==> src/design/nvm_ctrl_pkg.sv <==
// constants and types shared by the nonvolatile access control block
package nvm_ctrl_pkg;

	// register map
	localparam logic [11:0] NVM_CONTROL_OFS = 12'hFA6;

	// field positions inside nvm_control
	localparam int MEM_SEL_BIT   = 7;
	localparam int CFG_SEL_BIT   = 6;
	localparam int UNUSED_BIT    = 5;
	localparam int ROW_ERASE_BIT = 4;
	localparam int ABORT_BIT     = 3;
	localparam int PERMIT_BIT    = 2;
	localparam int WR_TRIG_BIT   = 1;
	localparam int RD_TRIG_BIT   = 0;

	// reset values
	localparam logic MEM_SEL_RST   = 1'h0;
	localparam logic CFG_SEL_RST   = 1'h0;
	localparam logic ROW_ERASE_RST = 1'h0;
	localparam logic ABORT_RST     = 1'h0;
	localparam logic PERMIT_RST    = 1'h0;
	localparam logic WR_TRIG_RST   = 1'h0;
	localparam logic RD_TRIG_RST   = 1'h0;
	localparam logic [7:0] RDATA_RST = 8'h00;

	// read answer for an unmapped address
	localparam logic [7:0] UNMAPPED_RDATA = 8'h00;

	typedef enum logic {
		PROG_IDLE,
		PROG_BUSY
	} prog_state_t;

endpackage

==> src/design/nvm_access_control.sv <==
// control register and trigger logic for software access to flash and data eeprom

// Functional notes
// RULE1: memory select one picks flash, zero eeprom
// RULE2: space select one picks configuration space
// RULE3: row erase armed: next write erases row
// RULE4: row erase clear: write only, no erase
// RULE5: reset during programming sets write abort flag
// RULE6: abort keeps memory select and row erase
// RULE7: writes start only with write permit set
// RULE8: write trigger starts cycle, cleared when done
// RULE9: software cannot clear the write trigger
// RULE10: read trigger reads one cycle, self clears
// RULE11: read trigger ignored while flash selected
// RULE12: defined bits reset zero, bit five reads zero
// RULE13: clear trigger and erase on array completion
module nvm_access_control (
	// clock and reset
	input  wire logic        mclk,
	input  wire logic        rst_b,
	// warm resets that may cut a programming cycle
	input  wire logic        external_reset_pin_b,
	input  wire logic        watchdog_timer_reset,
	// register port
	input  wire logic [11:0] reg_addr,
	input  wire logic [7:0]  reg_wdata,
	input  wire logic        reg_wr,
	input  wire logic        reg_rd,
	output logic      [7:0]  reg_rdata,
	// array side
	input  wire logic        nvm_prog_done,
	output logic             nvm_flash_sel,
	output logic             nvm_cfg_sel,
	output logic             nvm_read_req,
	output logic             nvm_prog_req,
	output logic             nvm_prog_erase,
	output logic             nvm_prog_abort,
	output logic             nvm_prog_busy
);

	// control bits
	logic       mem_sel_reg;
	logic       mem_sel_next;
	logic       cfg_sel_reg;
	logic       cfg_sel_next;
	logic       row_erase_reg;
	logic       row_erase_next;
	logic       abort_reg;
	logic       abort_next;
	logic       permit_reg;
	logic       permit_next;
	logic       wr_trig_reg;
	logic       wr_trig_next;
	logic       rd_trig_reg;
	logic       rd_trig_next;
	logic [7:0] rdata_reg;
	logic [7:0] rdata_next;

	// decode
	wire        warm_reset;
	wire        wr_hit;
	wire        rd_hit;
	wire        wr_start;
	wire        rd_start;
	wire        erase_in;
	wire        done_ev;
	wire        abort_ev;
	wire        seq_busy;
	wire [7:0]  ctrl_view;

	assign warm_reset = !external_reset_pin_b || watchdog_timer_reset;
	assign wr_hit     = reg_wr && (reg_addr == nvm_ctrl_pkg::NVM_CONTROL_OFS);
	assign rd_hit     = reg_rd && (reg_addr == nvm_ctrl_pkg::NVM_CONTROL_OFS);

	// a new cycle needs the permit already in place, so one stray write cannot program
	assign wr_start = wr_hit && reg_wdata[nvm_ctrl_pkg::WR_TRIG_BIT] && permit_reg  // RULE7
		&& !wr_trig_reg && !seq_busy && !warm_reset;                                   // RULE8

	assign rd_start = wr_hit && reg_wdata[nvm_ctrl_pkg::RD_TRIG_BIT]
		&& !reg_wdata[nvm_ctrl_pkg::MEM_SEL_BIT] && !warm_reset;                      // RULE11

	// erase choice as it stands after this write
	assign erase_in = wr_hit ? reg_wdata[nvm_ctrl_pkg::ROW_ERASE_BIT] : row_erase_reg; // RULE4

	assign done_ev  = seq_busy && nvm_prog_done && !warm_reset;                       // RULE13
	assign abort_ev = seq_busy && warm_reset;                                         // RULE5

	assign ctrl_view = {mem_sel_reg, cfg_sel_reg, 1'b0, row_erase_reg,               // RULE12
		abort_reg, permit_reg, wr_trig_reg, rd_trig_reg};

	// next values

	// selects survive a warm reset so a failed cycle can be traced
	assign mem_sel_next = wr_hit ? reg_wdata[nvm_ctrl_pkg::MEM_SEL_BIT] : mem_sel_reg; // RULE6
	assign cfg_sel_next = wr_hit ? reg_wdata[nvm_ctrl_pkg::CFG_SEL_BIT] : cfg_sel_reg;

	always_comb begin
		if (warm_reset) begin
			row_erase_next = seq_busy ? row_erase_reg : nvm_ctrl_pkg::ROW_ERASE_RST; // RULE6
		end else if (wr_hit) begin
			row_erase_next = reg_wdata[nvm_ctrl_pkg::ROW_ERASE_BIT];
		end else if (done_ev && nvm_prog_erase) begin
			row_erase_next = 1'b0;                                                 // RULE3
		end else begin
			row_erase_next = row_erase_reg;
		end
	end

	// the hardware set wins over any clear in the same cycle
	always_comb begin
		if (abort_ev) begin
			abort_next = 1'b1;                                                     // RULE5
		end else if (done_ev) begin
			abort_next = 1'b0;
		end else if (wr_hit) begin
			abort_next = reg_wdata[nvm_ctrl_pkg::ABORT_BIT];
		end else begin
			abort_next = abort_reg;
		end
	end

	assign permit_next = warm_reset ? nvm_ctrl_pkg::PERMIT_RST
		: (wr_hit ? reg_wdata[nvm_ctrl_pkg::PERMIT_BIT] : permit_reg);

	// a written zero never reaches the trigger: only start sets, only the array or a warm reset clears
	always_comb begin
		if (warm_reset) begin
			wr_trig_next = nvm_ctrl_pkg::WR_TRIG_RST;
		end else if (wr_start) begin
			wr_trig_next = 1'b1;                                                   // RULE8
		end else if (done_ev) begin
			wr_trig_next = 1'b0;                                                   // RULE13
		end else begin
			wr_trig_next = wr_trig_reg;                                            // RULE9
		end
	end

	// the read trigger lives for exactly one cycle
	assign rd_trig_next = rd_start;                                               // RULE10

	assign rdata_next = rd_hit ? ctrl_view : nvm_ctrl_pkg::UNMAPPED_RDATA;

	// state

	always_ff @(posedge mclk or negedge rst_b) begin
		if (!rst_b) begin
			mem_sel_reg <= nvm_ctrl_pkg::MEM_SEL_RST;
			cfg_sel_reg <= nvm_ctrl_pkg::CFG_SEL_RST;
			abort_reg   <= nvm_ctrl_pkg::ABORT_RST;
		end else begin
			mem_sel_reg <= mem_sel_next;
			cfg_sel_reg <= cfg_sel_next;
			abort_reg   <= abort_next;
		end
	end

	always_ff @(posedge mclk or negedge rst_b) begin
		if (!rst_b) begin
			row_erase_reg <= nvm_ctrl_pkg::ROW_ERASE_RST;                          // RULE12
			permit_reg    <= nvm_ctrl_pkg::PERMIT_RST;
			wr_trig_reg   <= nvm_ctrl_pkg::WR_TRIG_RST;
			rd_trig_reg   <= nvm_ctrl_pkg::RD_TRIG_RST;
		end else begin
			row_erase_reg <= row_erase_next;
			permit_reg    <= permit_next;
			wr_trig_reg   <= wr_trig_next;
			rd_trig_reg   <= rd_trig_next;
		end
	end

	always_ff @(posedge mclk or negedge rst_b) begin
		if (!rst_b) begin
			rdata_reg <= nvm_ctrl_pkg::RDATA_RST;
		end else begin
			rdata_reg <= rdata_next;
		end
	end

	// programming cycle sequencer

	nvm_prog_seq u_prog_seq (
		.mclk       (mclk),
		.rst_b      (rst_b),
		.start      (wr_start),
		.erase_in   (erase_in),
		.warm_reset (warm_reset),
		.prog_done  (nvm_prog_done),
		.prog_req   (nvm_prog_req),
		.prog_erase (nvm_prog_erase),
		.prog_abort (nvm_prog_abort),
		.busy       (seq_busy)
	);

	// outputs, all straight from flops
	assign reg_rdata     = rdata_reg;
	assign nvm_flash_sel = mem_sel_reg;                                           // RULE1
	assign nvm_cfg_sel   = cfg_sel_reg;                                           // RULE2
	assign nvm_read_req  = rd_trig_reg;                                           // RULE10
	assign nvm_prog_busy = seq_busy;
endmodule // nvm_access_control

==> src/design/nvm_prog_seq.sv <==
// sequencer for one self-timed program or erase cycle of the array
module nvm_prog_seq (
	// clock and reset
	input  wire logic mclk,
	input  wire logic rst_b,
	// control from the register side
	input  wire logic start,
	input  wire logic erase_in,
	input  wire logic warm_reset,
	// array handshake
	input  wire logic prog_done,
	output logic      prog_req,
	output logic      prog_erase,
	output logic      prog_abort,
	output logic      busy
);

	nvm_ctrl_pkg::prog_state_t state_reg;
	nvm_ctrl_pkg::prog_state_t state_next;
	logic                      req_next;
	logic                      erase_next;
	logic                      abort_next;
	logic                      busy_next;

	always_comb begin
		state_next = state_reg;
		req_next   = 1'b0;
		erase_next = prog_erase;
		abort_next = 1'b0;
		unique case (state_reg)
			nvm_ctrl_pkg::PROG_IDLE: begin
				if (start && !warm_reset) begin
					state_next = nvm_ctrl_pkg::PROG_BUSY;
					req_next   = 1'b1;
					erase_next = erase_in;
				end
			end
			nvm_ctrl_pkg::PROG_BUSY: begin
				// a reset in flight kills the cycle; the array is told at once
				if (warm_reset) begin
					state_next = nvm_ctrl_pkg::PROG_IDLE;
					abort_next = 1'b1;
				end else if (prog_done) begin
					state_next = nvm_ctrl_pkg::PROG_IDLE;
				end
			end
		endcase
	end

	always_ff @(posedge mclk or negedge rst_b) begin
		if (!rst_b) begin
			state_reg  <= nvm_ctrl_pkg::PROG_IDLE;
			prog_req   <= 1'b0;
			prog_erase <= 1'b0;
			prog_abort <= 1'b0;
			busy       <= 1'b0;
		end else begin
			state_reg  <= state_next;
			prog_req   <= req_next;
			prog_erase <= erase_next;
			prog_abort <= abort_next;
			busy       <= busy_next;
		end
	end

	// busy is its own flop so the top output carries no decode behind it
	assign busy_next = (state_next == nvm_ctrl_pkg::PROG_BUSY);

endmodule // nvm_prog_seq

==> config.mk <==
export PLATFORM = sky130hd
export DESIGN_NAME = nvm_access_control
export DESIGN_NICKNAME = d
export VERILOG_FILES = /design/src/design/nvm_ctrl_pkg.sv /design/src/design/nvm_access_control.sv /design/src/design/nvm_prog_seq.sv
export SDC_FILE = /design/constraint.sdc
export NUM_CORES = 1
export LEC_CHECK = 0
export ABC_AREA = 1
export BUFFER_PORTS_ARGS = -buffer_cell sky130_fd_sc_hd__clkbuf_2
export CELL_PAD_IN_SITES_DETAIL_PLACEMENT = 1
export CELL_PAD_IN_SITES_GLOBAL_PLACEMENT = 2
export CORE_MARGIN = 1.5
export CORE_UTILIZATION = 23
export DETAILED_ROUTE_END_ITERATION = 6
export PLACE_DENSITY = 0.77
export SLEW_MARGIN = 25
export SYNTH_ARGS = -nofsm -noshare
export SYNTH_HDL_FRONTEND = slang
export SYNTH_SLANG_ARGS = --single-unit
==> constraint.sdc <==
create_clock -name mclk -period 1.3 [get_ports mclk]
set_input_delay 0.065 -clock mclk [delete_from_list [all_inputs] [get_ports mclk]]
set_output_delay 0.065 -clock mclk [all_outputs]
set_load 0.01 [all_outputs]
==> summary.md, run 1 <==
| Metric | Value |
|---|---|
| Run status | completed |
| Levels on crit path | 6 |
| TritonCTS Sinks | 18 |
| Slowest stage cell on the critical path | sky130_fd_sc_hd__dfrtp_1 |
| Detailed-routing iteration count for the pre-antenna-repair pass | 4 |
| Most common library cell in the layout ignoring fill and taps | sky130_fd_sc_hd__clkbuf_2 |
| Number of distinct standard cells referenced by the synthesized netlist | 17 |
| Combined area of all synthesized cells | 858 µm² |
| Critical path's top delay family | simple AND/OR/NAND/NOR gates |
| Clock power share | 0.407 |
| Total via count after detailed routing | 789 |
| Setup-failing EPs final | 0 |
| Post-synth net total | 137 |
| Placed insts | 196 |
| Overflow left after global routing | 0 |
| Multi-input gate area in the final layout | 322 µm² |
| Leakage Power | 0.671 nW |
| Hold slack final | 36.9 ps |
| Fin cells | 201 |
| Max rail drop VDD | 0.000345 V |
| Antenna Violating Nets Remaining | 0 |
| Share of Yosys cell area claimed by the top area cell type | 0.525 |
| Number of fill cells in the layout | 482 |
| Unrepaired setup endpoints after global routing | no |
| All-layer global routing usage | 0.111 |
| Number of diodes added for antenna fixing | 0 |
| Kind of critical path | flop to flop |
| Fin Setup TNS | 0 ps |
| Number of gates resized after CTS | 0 |
| Post-synthesis to final-layout area growth | 36.4% |
| Worst r2r path cells | 6 |
| Average wire length per cell after detail routing | 10.2 µm |
| Clock period minus final worst setup slack | 1130 ps |
| First-pass GRT wire length | 3570 µm |
| Endpoint of the worst-slack reg-to-reg timing path | u_prog_seq.prog_erase$_DFFE_PN0P_ |
| Post-synth EDFFs | 0 |
| Placer Congestion | 0.711 |
| Half-perimeter wire length after detailed placement | 1720 µm |
| Gate count after technology mapping | 110 |
| Setup crit start kind | flop |
| Area contributors post-synth | sky130_fd_sc_hd__dfrtp_1 (52%), sky130_fd_sc_hd__nor2_1 (10%), sky130_fd_sc_hd__inv_1 (9.2%), sky130_fd_sc_hd__nand2_1 (8.7%), sky130_fd_sc_hd__nand3_1 (3.5%) |
| Standard-cell rows | 22 |
| Worst clock skew on the final layout | 2.07 ps |
| Top library cells by usage in the layout, fill and taps aside | sky130_fd_sc_hd__clkbuf_2 (39), sky130_fd_sc_hd__nor2_1 (24), sky130_fd_sc_hd__inv_1 (21), sky130_fd_sc_hd__nand2_1 (20), sky130_fd_sc_hd__dfrtp_1 (18) |
| Antenna violations before repair | 0 |
| Maximum number of pins on one net before global-route repair | 19 |
| Internal Pwr Total | 0.868 mW |
| Routed WL | 2050 µm |
| Hold Crit Depth | 3 |
| Post-synthesis sequential area ratio | 0.525 |
| I/O Buffers | 39 |
| Crit path to | u_prog_seq.prog_erase$_DFFE_PN0P_ |
| Max FFs per register | 7 |
| Hold WC Path Type | primary input to flop |
| Setup slack, reg-to-reg | 170 ps |
| Leading area contributor after synthesis | sky130_fd_sc_hd__dfrtp_1 |
| Skew-Pair Late Insertion Delay | 250 ps |
| Highest cell delay on the worst timing path | 380 ps |
| Most common cell on crit path | sky130_fd_sc_hd__nor2_1 |
| Die Outline Area | 4110 µm² |
| Ordered cell list for the critical path | inv_1 -> nand3_1 -> nor2_1 -> nand4_1 -> nor2_1 -> nor2_1 |
| Initial Utilization | 0.236 |
| Root Buffer Master | sky130_fd_sc_hd__clkbuf_8 |
| Share of layout cells above drive strength 1 | 0.327 |
| I/O pin count | 42 |
| Data arrival, critical path | 1270 ps |
| Final Hold Violating Endpoints | 0 |
| TritonCTS clock tree | built |
| Post-synthesis register bit count | 18 |
| Relative contribution of sequential cells to total power | 0.510 |
| Post-synthesis async set-or-reset flop share | 1.00 |
| Vias in the first global route | 853 |
| Clock Pin Slew Worst Setup and Hold Paths | 70 ps |
| Floorplan die height | 64.1 µm |
| Post-layout util | 0.322 |
| Post-CTS setup buffer count | 0 |
| Upper clock frequency limit | 884 MHz |
| Core Footprint | 3630 µm² |
| Critical Path Start | wr_trig_reg$_DFFE_PN0P_ |
| Largest driver fanout on the critical path | 2 |
| Area used by sequential logic in the layout | 450 µm² |
| Clock buffer count from CTS | 3 |
| Final worst path period share | 0.870 |
| Final layout net count | 181 |
| Pwr Density | 939 nW/µm² |
| Remaining routing DRC violations | 0 |
| Number of max-cap violations | 0 |
| Horizontal die dimension | 64.1 µm |
| Switching share of power | 0.210 |
| CP endpoint kind | flop |
| Drt first-iter violations | 48 |
| Net load switching power | 0.231 mW |
| Part of the power in combinational logic | 0.083 |
| Synth Area per Inst | 7.80 µm² |
| Number of vias per cell after detailed routing | 3.93 |
| Worst path bufs/invs | 1 |
| Count of H-tree levels built during CTS | 1 |
| Reg-to-reg critical path startpoint | wr_trig_reg$_DFFE_PN0P_ |
| Post-detailed-placement cell area | 1110 µm² |
| Buffers from clock root to sink, at most | 2 |
| Dominant synthesized flop cell | sky130_fd_sc_hd__dfrtp_1 |
| Yosys warning count | 0 |
| Post-Layout Inst Area | 1170 µm² |
| Critical path data required time | 1440 ps |
| Number of pins with negative max-slew slack in the final report | 0 |
==> per-layer routing <==
metal / up-vias / GRT usage / share of wire
li1: 415 / - / -
met4: 0 / 0.0319 / 0.0020
met5: - / 0 / 0
met1: 346 / 0.131 / 0.43
met3: 2 / 0.0317 / 0.062
met2: 26 / 0.194 / 0.51
==> how the worst min path moves through the flow <==
| stage | startpoint | to | slack, ps |
|---|---|---|---|
| 2_1_floorplan | rst_b | abort_reg$_DFFE_PN0P_ | -230 |
| 3_3_place_gp | rst_b | reg_rdata[3]$_DFF_PN0_ | 30 |
| 3_5_place_dp | rst_b | reg_rdata[4]$_DFF_PN0_ | 30 |
| 4_1_cts | reg_wdata[2] | permit_reg$_DFFE_PN0P_ | 40 |
| 5_1_grt | reg_wdata[6] | nvm_cfg_sel$_DFFE_PN0N_ | 60 |
| 6_report | reg_wdata[2] | permit_reg$_DFFE_PN0P_ | 40 |
==> cells by family after synthesis <==
kind of cell	Yosys count	synth area share
other cells	1	0.00437
flops	18	0.525
simple gates	64	0.338
buf+inv	22	0.101
compound gates	5	0.0321
==> repair_timing <==
item / CTS / global route
endpoints found under the hold margin: 18 / 0
endpoints found under the setup margin: 0 / 0
hold buffers: 1 / 0
==> worst register-to-register path, cell delays in order, from the launching register on <==
cell and delay, ps:
sky130_fd_sc_hd__dfrtp_1 380, sky130_fd_sc_hd__inv_1 80, sky130_fd_sc_hd__nand3_1 100, sky130_fd_sc_hd__nor2_1 150
sky130_fd_sc_hd__nand4_1 140, sky130_fd_sc_hd__nor2_1 130, sky130_fd_sc_hd__nor2_1 50
==> power by group through the flow <==
stage               Sequential (mW)  Clock [mW]  Combinational, mW
floorplan                     0.571           0             0.0303
global placement              0.571           0             0.0886
detailed placement            0.571           0             0.0911
CTS                           0.560       0.469             0.0938
global route                  0.560       0.489              0.104
finish                        0.561       0.448             0.0911
==> through the flow <==
step | power (mW) | setup WS (ps)
floorplan | 0.602 | 313
global placement | 0.660 | 205
detailed placement | 0.662 | 180
CTS | 1.12 | 164
global route | 1.15 | 41.7
finish | 1.10 | 169
==> cells in the mapped netlist, types with 2 or more instances <==
master	instances
sky130_fd_sc_hd__inv_1	21
sky130_fd_sc_hd__nand2_1	20
sky130_fd_sc_hd__dfrtp_1	18
sky130_fd_sc_hd__nor2_4	2
sky130_fd_sc_hd__nand3_1	6
sky130_fd_sc_hd__nand2_2	3
sky130_fd_sc_hd__nand4_1	4
sky130_fd_sc_hd__nor2_2	2
sky130_fd_sc_hd__nor3_1	2
sky130_fd_sc_hd__a21oi_1	2
sky130_fd_sc_hd__nor2_1	24
==> layout make-up <==
class                      count  area share
sequential                    18       0.385
multi-input combinational     70       0.275
timing repair buffer          40       0.175
inverter                      21      0.0673
tap                           48      0.0513
clock buffer                   4      0.0470
Power figures use the tool's default switching activity.
==> run 2: changes to the inputs <==
Settings changed: CAP_MARGIN set to 20, PLACE_DENSITY 0.77 to 0.76.
==> summary.md, run 2 (synthesis gave the netlist of run 1 again) <==
| Metric | Value |
|---|---|
| Final worst path period share | 0.879 (was 0.870) |
| Setup crit start kind | flop (unchanged) |
| Total via count after detailed routing | 809 (was 789) |
| Placed insts | 196 (unchanged) |
| Critical path data required time | 1450 ps (was 1440 ps) |
| Worst Hold Launch | reg_wdata[2] (unchanged) |
| Largest driver fanout on the critical path | 2 (unchanged) |
| Run status | completed (unchanged) |
| Antenna Violating Nets Remaining | 0 (unchanged) |
| I/O Buffers | 39 (unchanged) |
| Share of layout cells above drive strength 1 | 0.327 (unchanged) |
| Most common library cell in the layout ignoring fill and taps | sky130_fd_sc_hd__clkbuf_2 (unchanged) |
| Max FFs per register | 7 (unchanged) |
| Final Hold Violating Endpoints | 0 (unchanged) |
| Root Buffer Master | sky130_fd_sc_hd__clkbuf_8 (unchanged) |
| Routed WL | 2120 µm (was 2050 µm) |
| Number of diodes added for antenna fixing | 0 (unchanged) |
| Core Footprint | 3630 µm² (unchanged) |
| Horizontal die dimension | 64.1 µm (unchanged) |
| Post-CTS setup buffer count | 0 (unchanged) |
| Count of H-tree levels built during CTS | 1 (unchanged) |
| Remaining routing DRC violations | 0 (unchanged) |
| Initial Utilization | 0.236 (unchanged) |
| Standard-cell rows | 22 (unchanged) |
| Multi-input gate area in the final layout | 322 µm² (unchanged) |
| Unrepaired setup endpoints after global routing | no (unchanged) |
| Net load switching power | 0.232 mW (was 0.231 mW) |
| Clock Pin Slew Worst Setup and Hold Paths | 70 ps (about the same) |
| Fin Setup TNS | 0 ps (unchanged) |
| Part of the power in combinational logic | 0.083 (about the same) |
| Top library cells by usage in the layout, fill and taps aside | sky130_fd_sc_hd__clkbuf_2 (39), sky130_fd_sc_hd__nor2_1 (24), sky130_fd_sc_hd__inv_1 (21), sky130_fd_sc_hd__nand2_1 (20), sky130_fd_sc_hd__dfrtp_1 (18) (unchanged) |
| Upper clock frequency limit | 875 MHz (was 884 MHz) |
| Relative contribution of sequential cells to total power | 0.510 (about the same) |
| Post-synthesis to final-layout area growth | 36.4% (unchanged) |
| First-pass GRT wire length | 3640 µm (was 3570 µm) |
| Clock period minus final worst setup slack | 1140 ps (was 1130 ps) |
| Maximum number of pins on one net before global-route repair | 19 (unchanged) |
| Clock power share | 0.408 (was 0.407) |
| Antenna violations before repair | 0 (unchanged) |
| Skew-Pair Late Insertion Delay | 250 ps (about the same) |
| Critical Path Start | wr_trig_reg$_DFFE_PN0P_ (unchanged) |
| Area used by sequential logic in the layout | 450 µm² (unchanged) |
| Fin cells | 201 (unchanged) |
| Average wire length per cell after detail routing | 10.5 µm (was 10.2 µm) |
| CP endpoint kind | flop (unchanged) |
| Leakage Power | 0.671 nW (unchanged) |
| Worst clock skew on the final layout | 3.50 ps (was 2.07 ps) |
| Drt first-iter violations | 7 (was 48) |
| Vias in the first global route | 830 (was 853) |
| Detailed-routing iteration count for the pre-antenna-repair pass | 4 (unchanged) |
| Data arrival, critical path | 1290 ps (was 1270 ps) |
| Clock buffer count from CTS | 3 (unchanged) |
| Die Outline Area | 4110 µm² (unchanged) |
| Kind of critical path | flop to flop (unchanged) |
| Reg-to-reg critical path startpoint | wr_trig_reg$_DFFE_PN0P_ (unchanged) |
| Buffers from clock root to sink, at most | 2 (unchanged) |
| I/O pin count | 42 (unchanged) |
| Hold WC Path Type | primary input to flop (unchanged) |
| Half-perimeter wire length after detailed placement | 1800 µm (was 1720 µm) |
| Floorplan die height | 64.1 µm (unchanged) |
| Final layout net count | 181 (unchanged) |
| Switching share of power | 0.211 (was 0.210) |
| Number of fill cells in the layout | 472 (was 482) |
| Setup slack, reg-to-reg | 160 ps (was 170 ps) |
| Overflow left after global routing | 0 (unchanged) |
| Pwr Density | 939 nW/µm² (about the same) |
| Placer Congestion | 0.725 (was 0.711) |
| TritonCTS Sinks | 18 (unchanged) |
| Internal Pwr Total | 0.868 mW (about the same) |
| Setup-failing EPs final | 0 (unchanged) |
| Number of max-cap violations | 0 (unchanged) |
| TritonCTS clock tree | built (unchanged) |
| Number of pins with negative max-slew slack in the final report | 0 (unchanged) |
| Number of vias per cell after detailed routing | 4.02 (was 3.93) |
| Number of gates resized after CTS | 0 (unchanged) |
| All-layer global routing usage | 0.112 (was 0.111) |
| Max rail drop VDD | 0.000372 V (was 0.000345 V) |
==> run 2: cell counts in the layout (fill, tap and decap cells not counted) <==
No cell type changed its count.
==> run 2: power by group through the flow <==
stage,Sequential (mW),Combinational [mW],Clock (mW)
3_5_place_dp,0.571,0.0919,0
6_report,0.561,0.0910,0.449
5_1_grt,0.560,0.104,0.488
3_3_place_gp,0.571,0.0884,0
4_1_cts,0.560,0.0945,0.462
2_1_floorplan,0.571,0.0303,0
==> run 2: path summary, 6_finish.rpt <==
check / end / cells past startpoint
min: permit_reg$_DFFE_PN0P_ / 3
max: u_prog_seq.prog_erase$_DFFE_PN0P_ / 6
max reg2reg: u_prog_seq.prog_erase$_DFFE_PN0P_ / 6
min reg2reg: reg_rdata[3]$_DFF_PN0_ / 2
min in group asynchronous: abort_reg$_DFFE_PN0P_ / 2
max in group asynchronous: permit_reg$_DFFE_PN0P_ / 2
==> run 2: worst max-delay path: stages, from the launching register on <==
cell and delay [ps]:
sky130_fd_sc_hd__dfrtp_1 390, sky130_fd_sc_hd__inv_1 80, sky130_fd_sc_hd__nand3_1 100, sky130_fd_sc_hd__nor2_1 150, sky130_fd_sc_hd__nand4_1 140, sky130_fd_sc_hd__nor2_1 130
sky130_fd_sc_hd__nor2_1 50
==> run 2: area by class of cell <==
type,count,share of cell area
clock buffers,4,0.0470
well taps,48,0.0513
multi-input cells,70,0.275
flip-flops and latches,18,0.385
repair buffers,40,0.175
inverters,21,0.0673
==> run 2: stage by stage <==
stage                     power, mW   util  setup slack, ps  hold slack (ps)  area [µm²]
after global routing           1.15  0.322             27.1             60.3        1170
after floorplan               0.602      -              313             -231         858
final                          1.10  0.322              157             45.3        1170
after global placement        0.660  0.304              206             25.9        1110
after detailed placement      0.663  0.304              157             35.4        1110
after CTS                      1.12  0.322              139             47.7        1170
==> run 2: repair_timing <==
item,4_1_cts,5_1_grt
hold buffers,1,0
endpoints found under the hold margin,18,0
endpoints found under the setup margin,0,0
==> run 2: routing by layer <==
metal | global-route usage | wire length, µm | up-vias
met5 | 0 | 0 | -
met4 | 0.0239 | 7 | 0
met3 | 0.0317 | 153 | 2
met2 | 0.201 | 1080 | 23
met1 | 0.131 | 875 | 368
li1 | - | - | 416
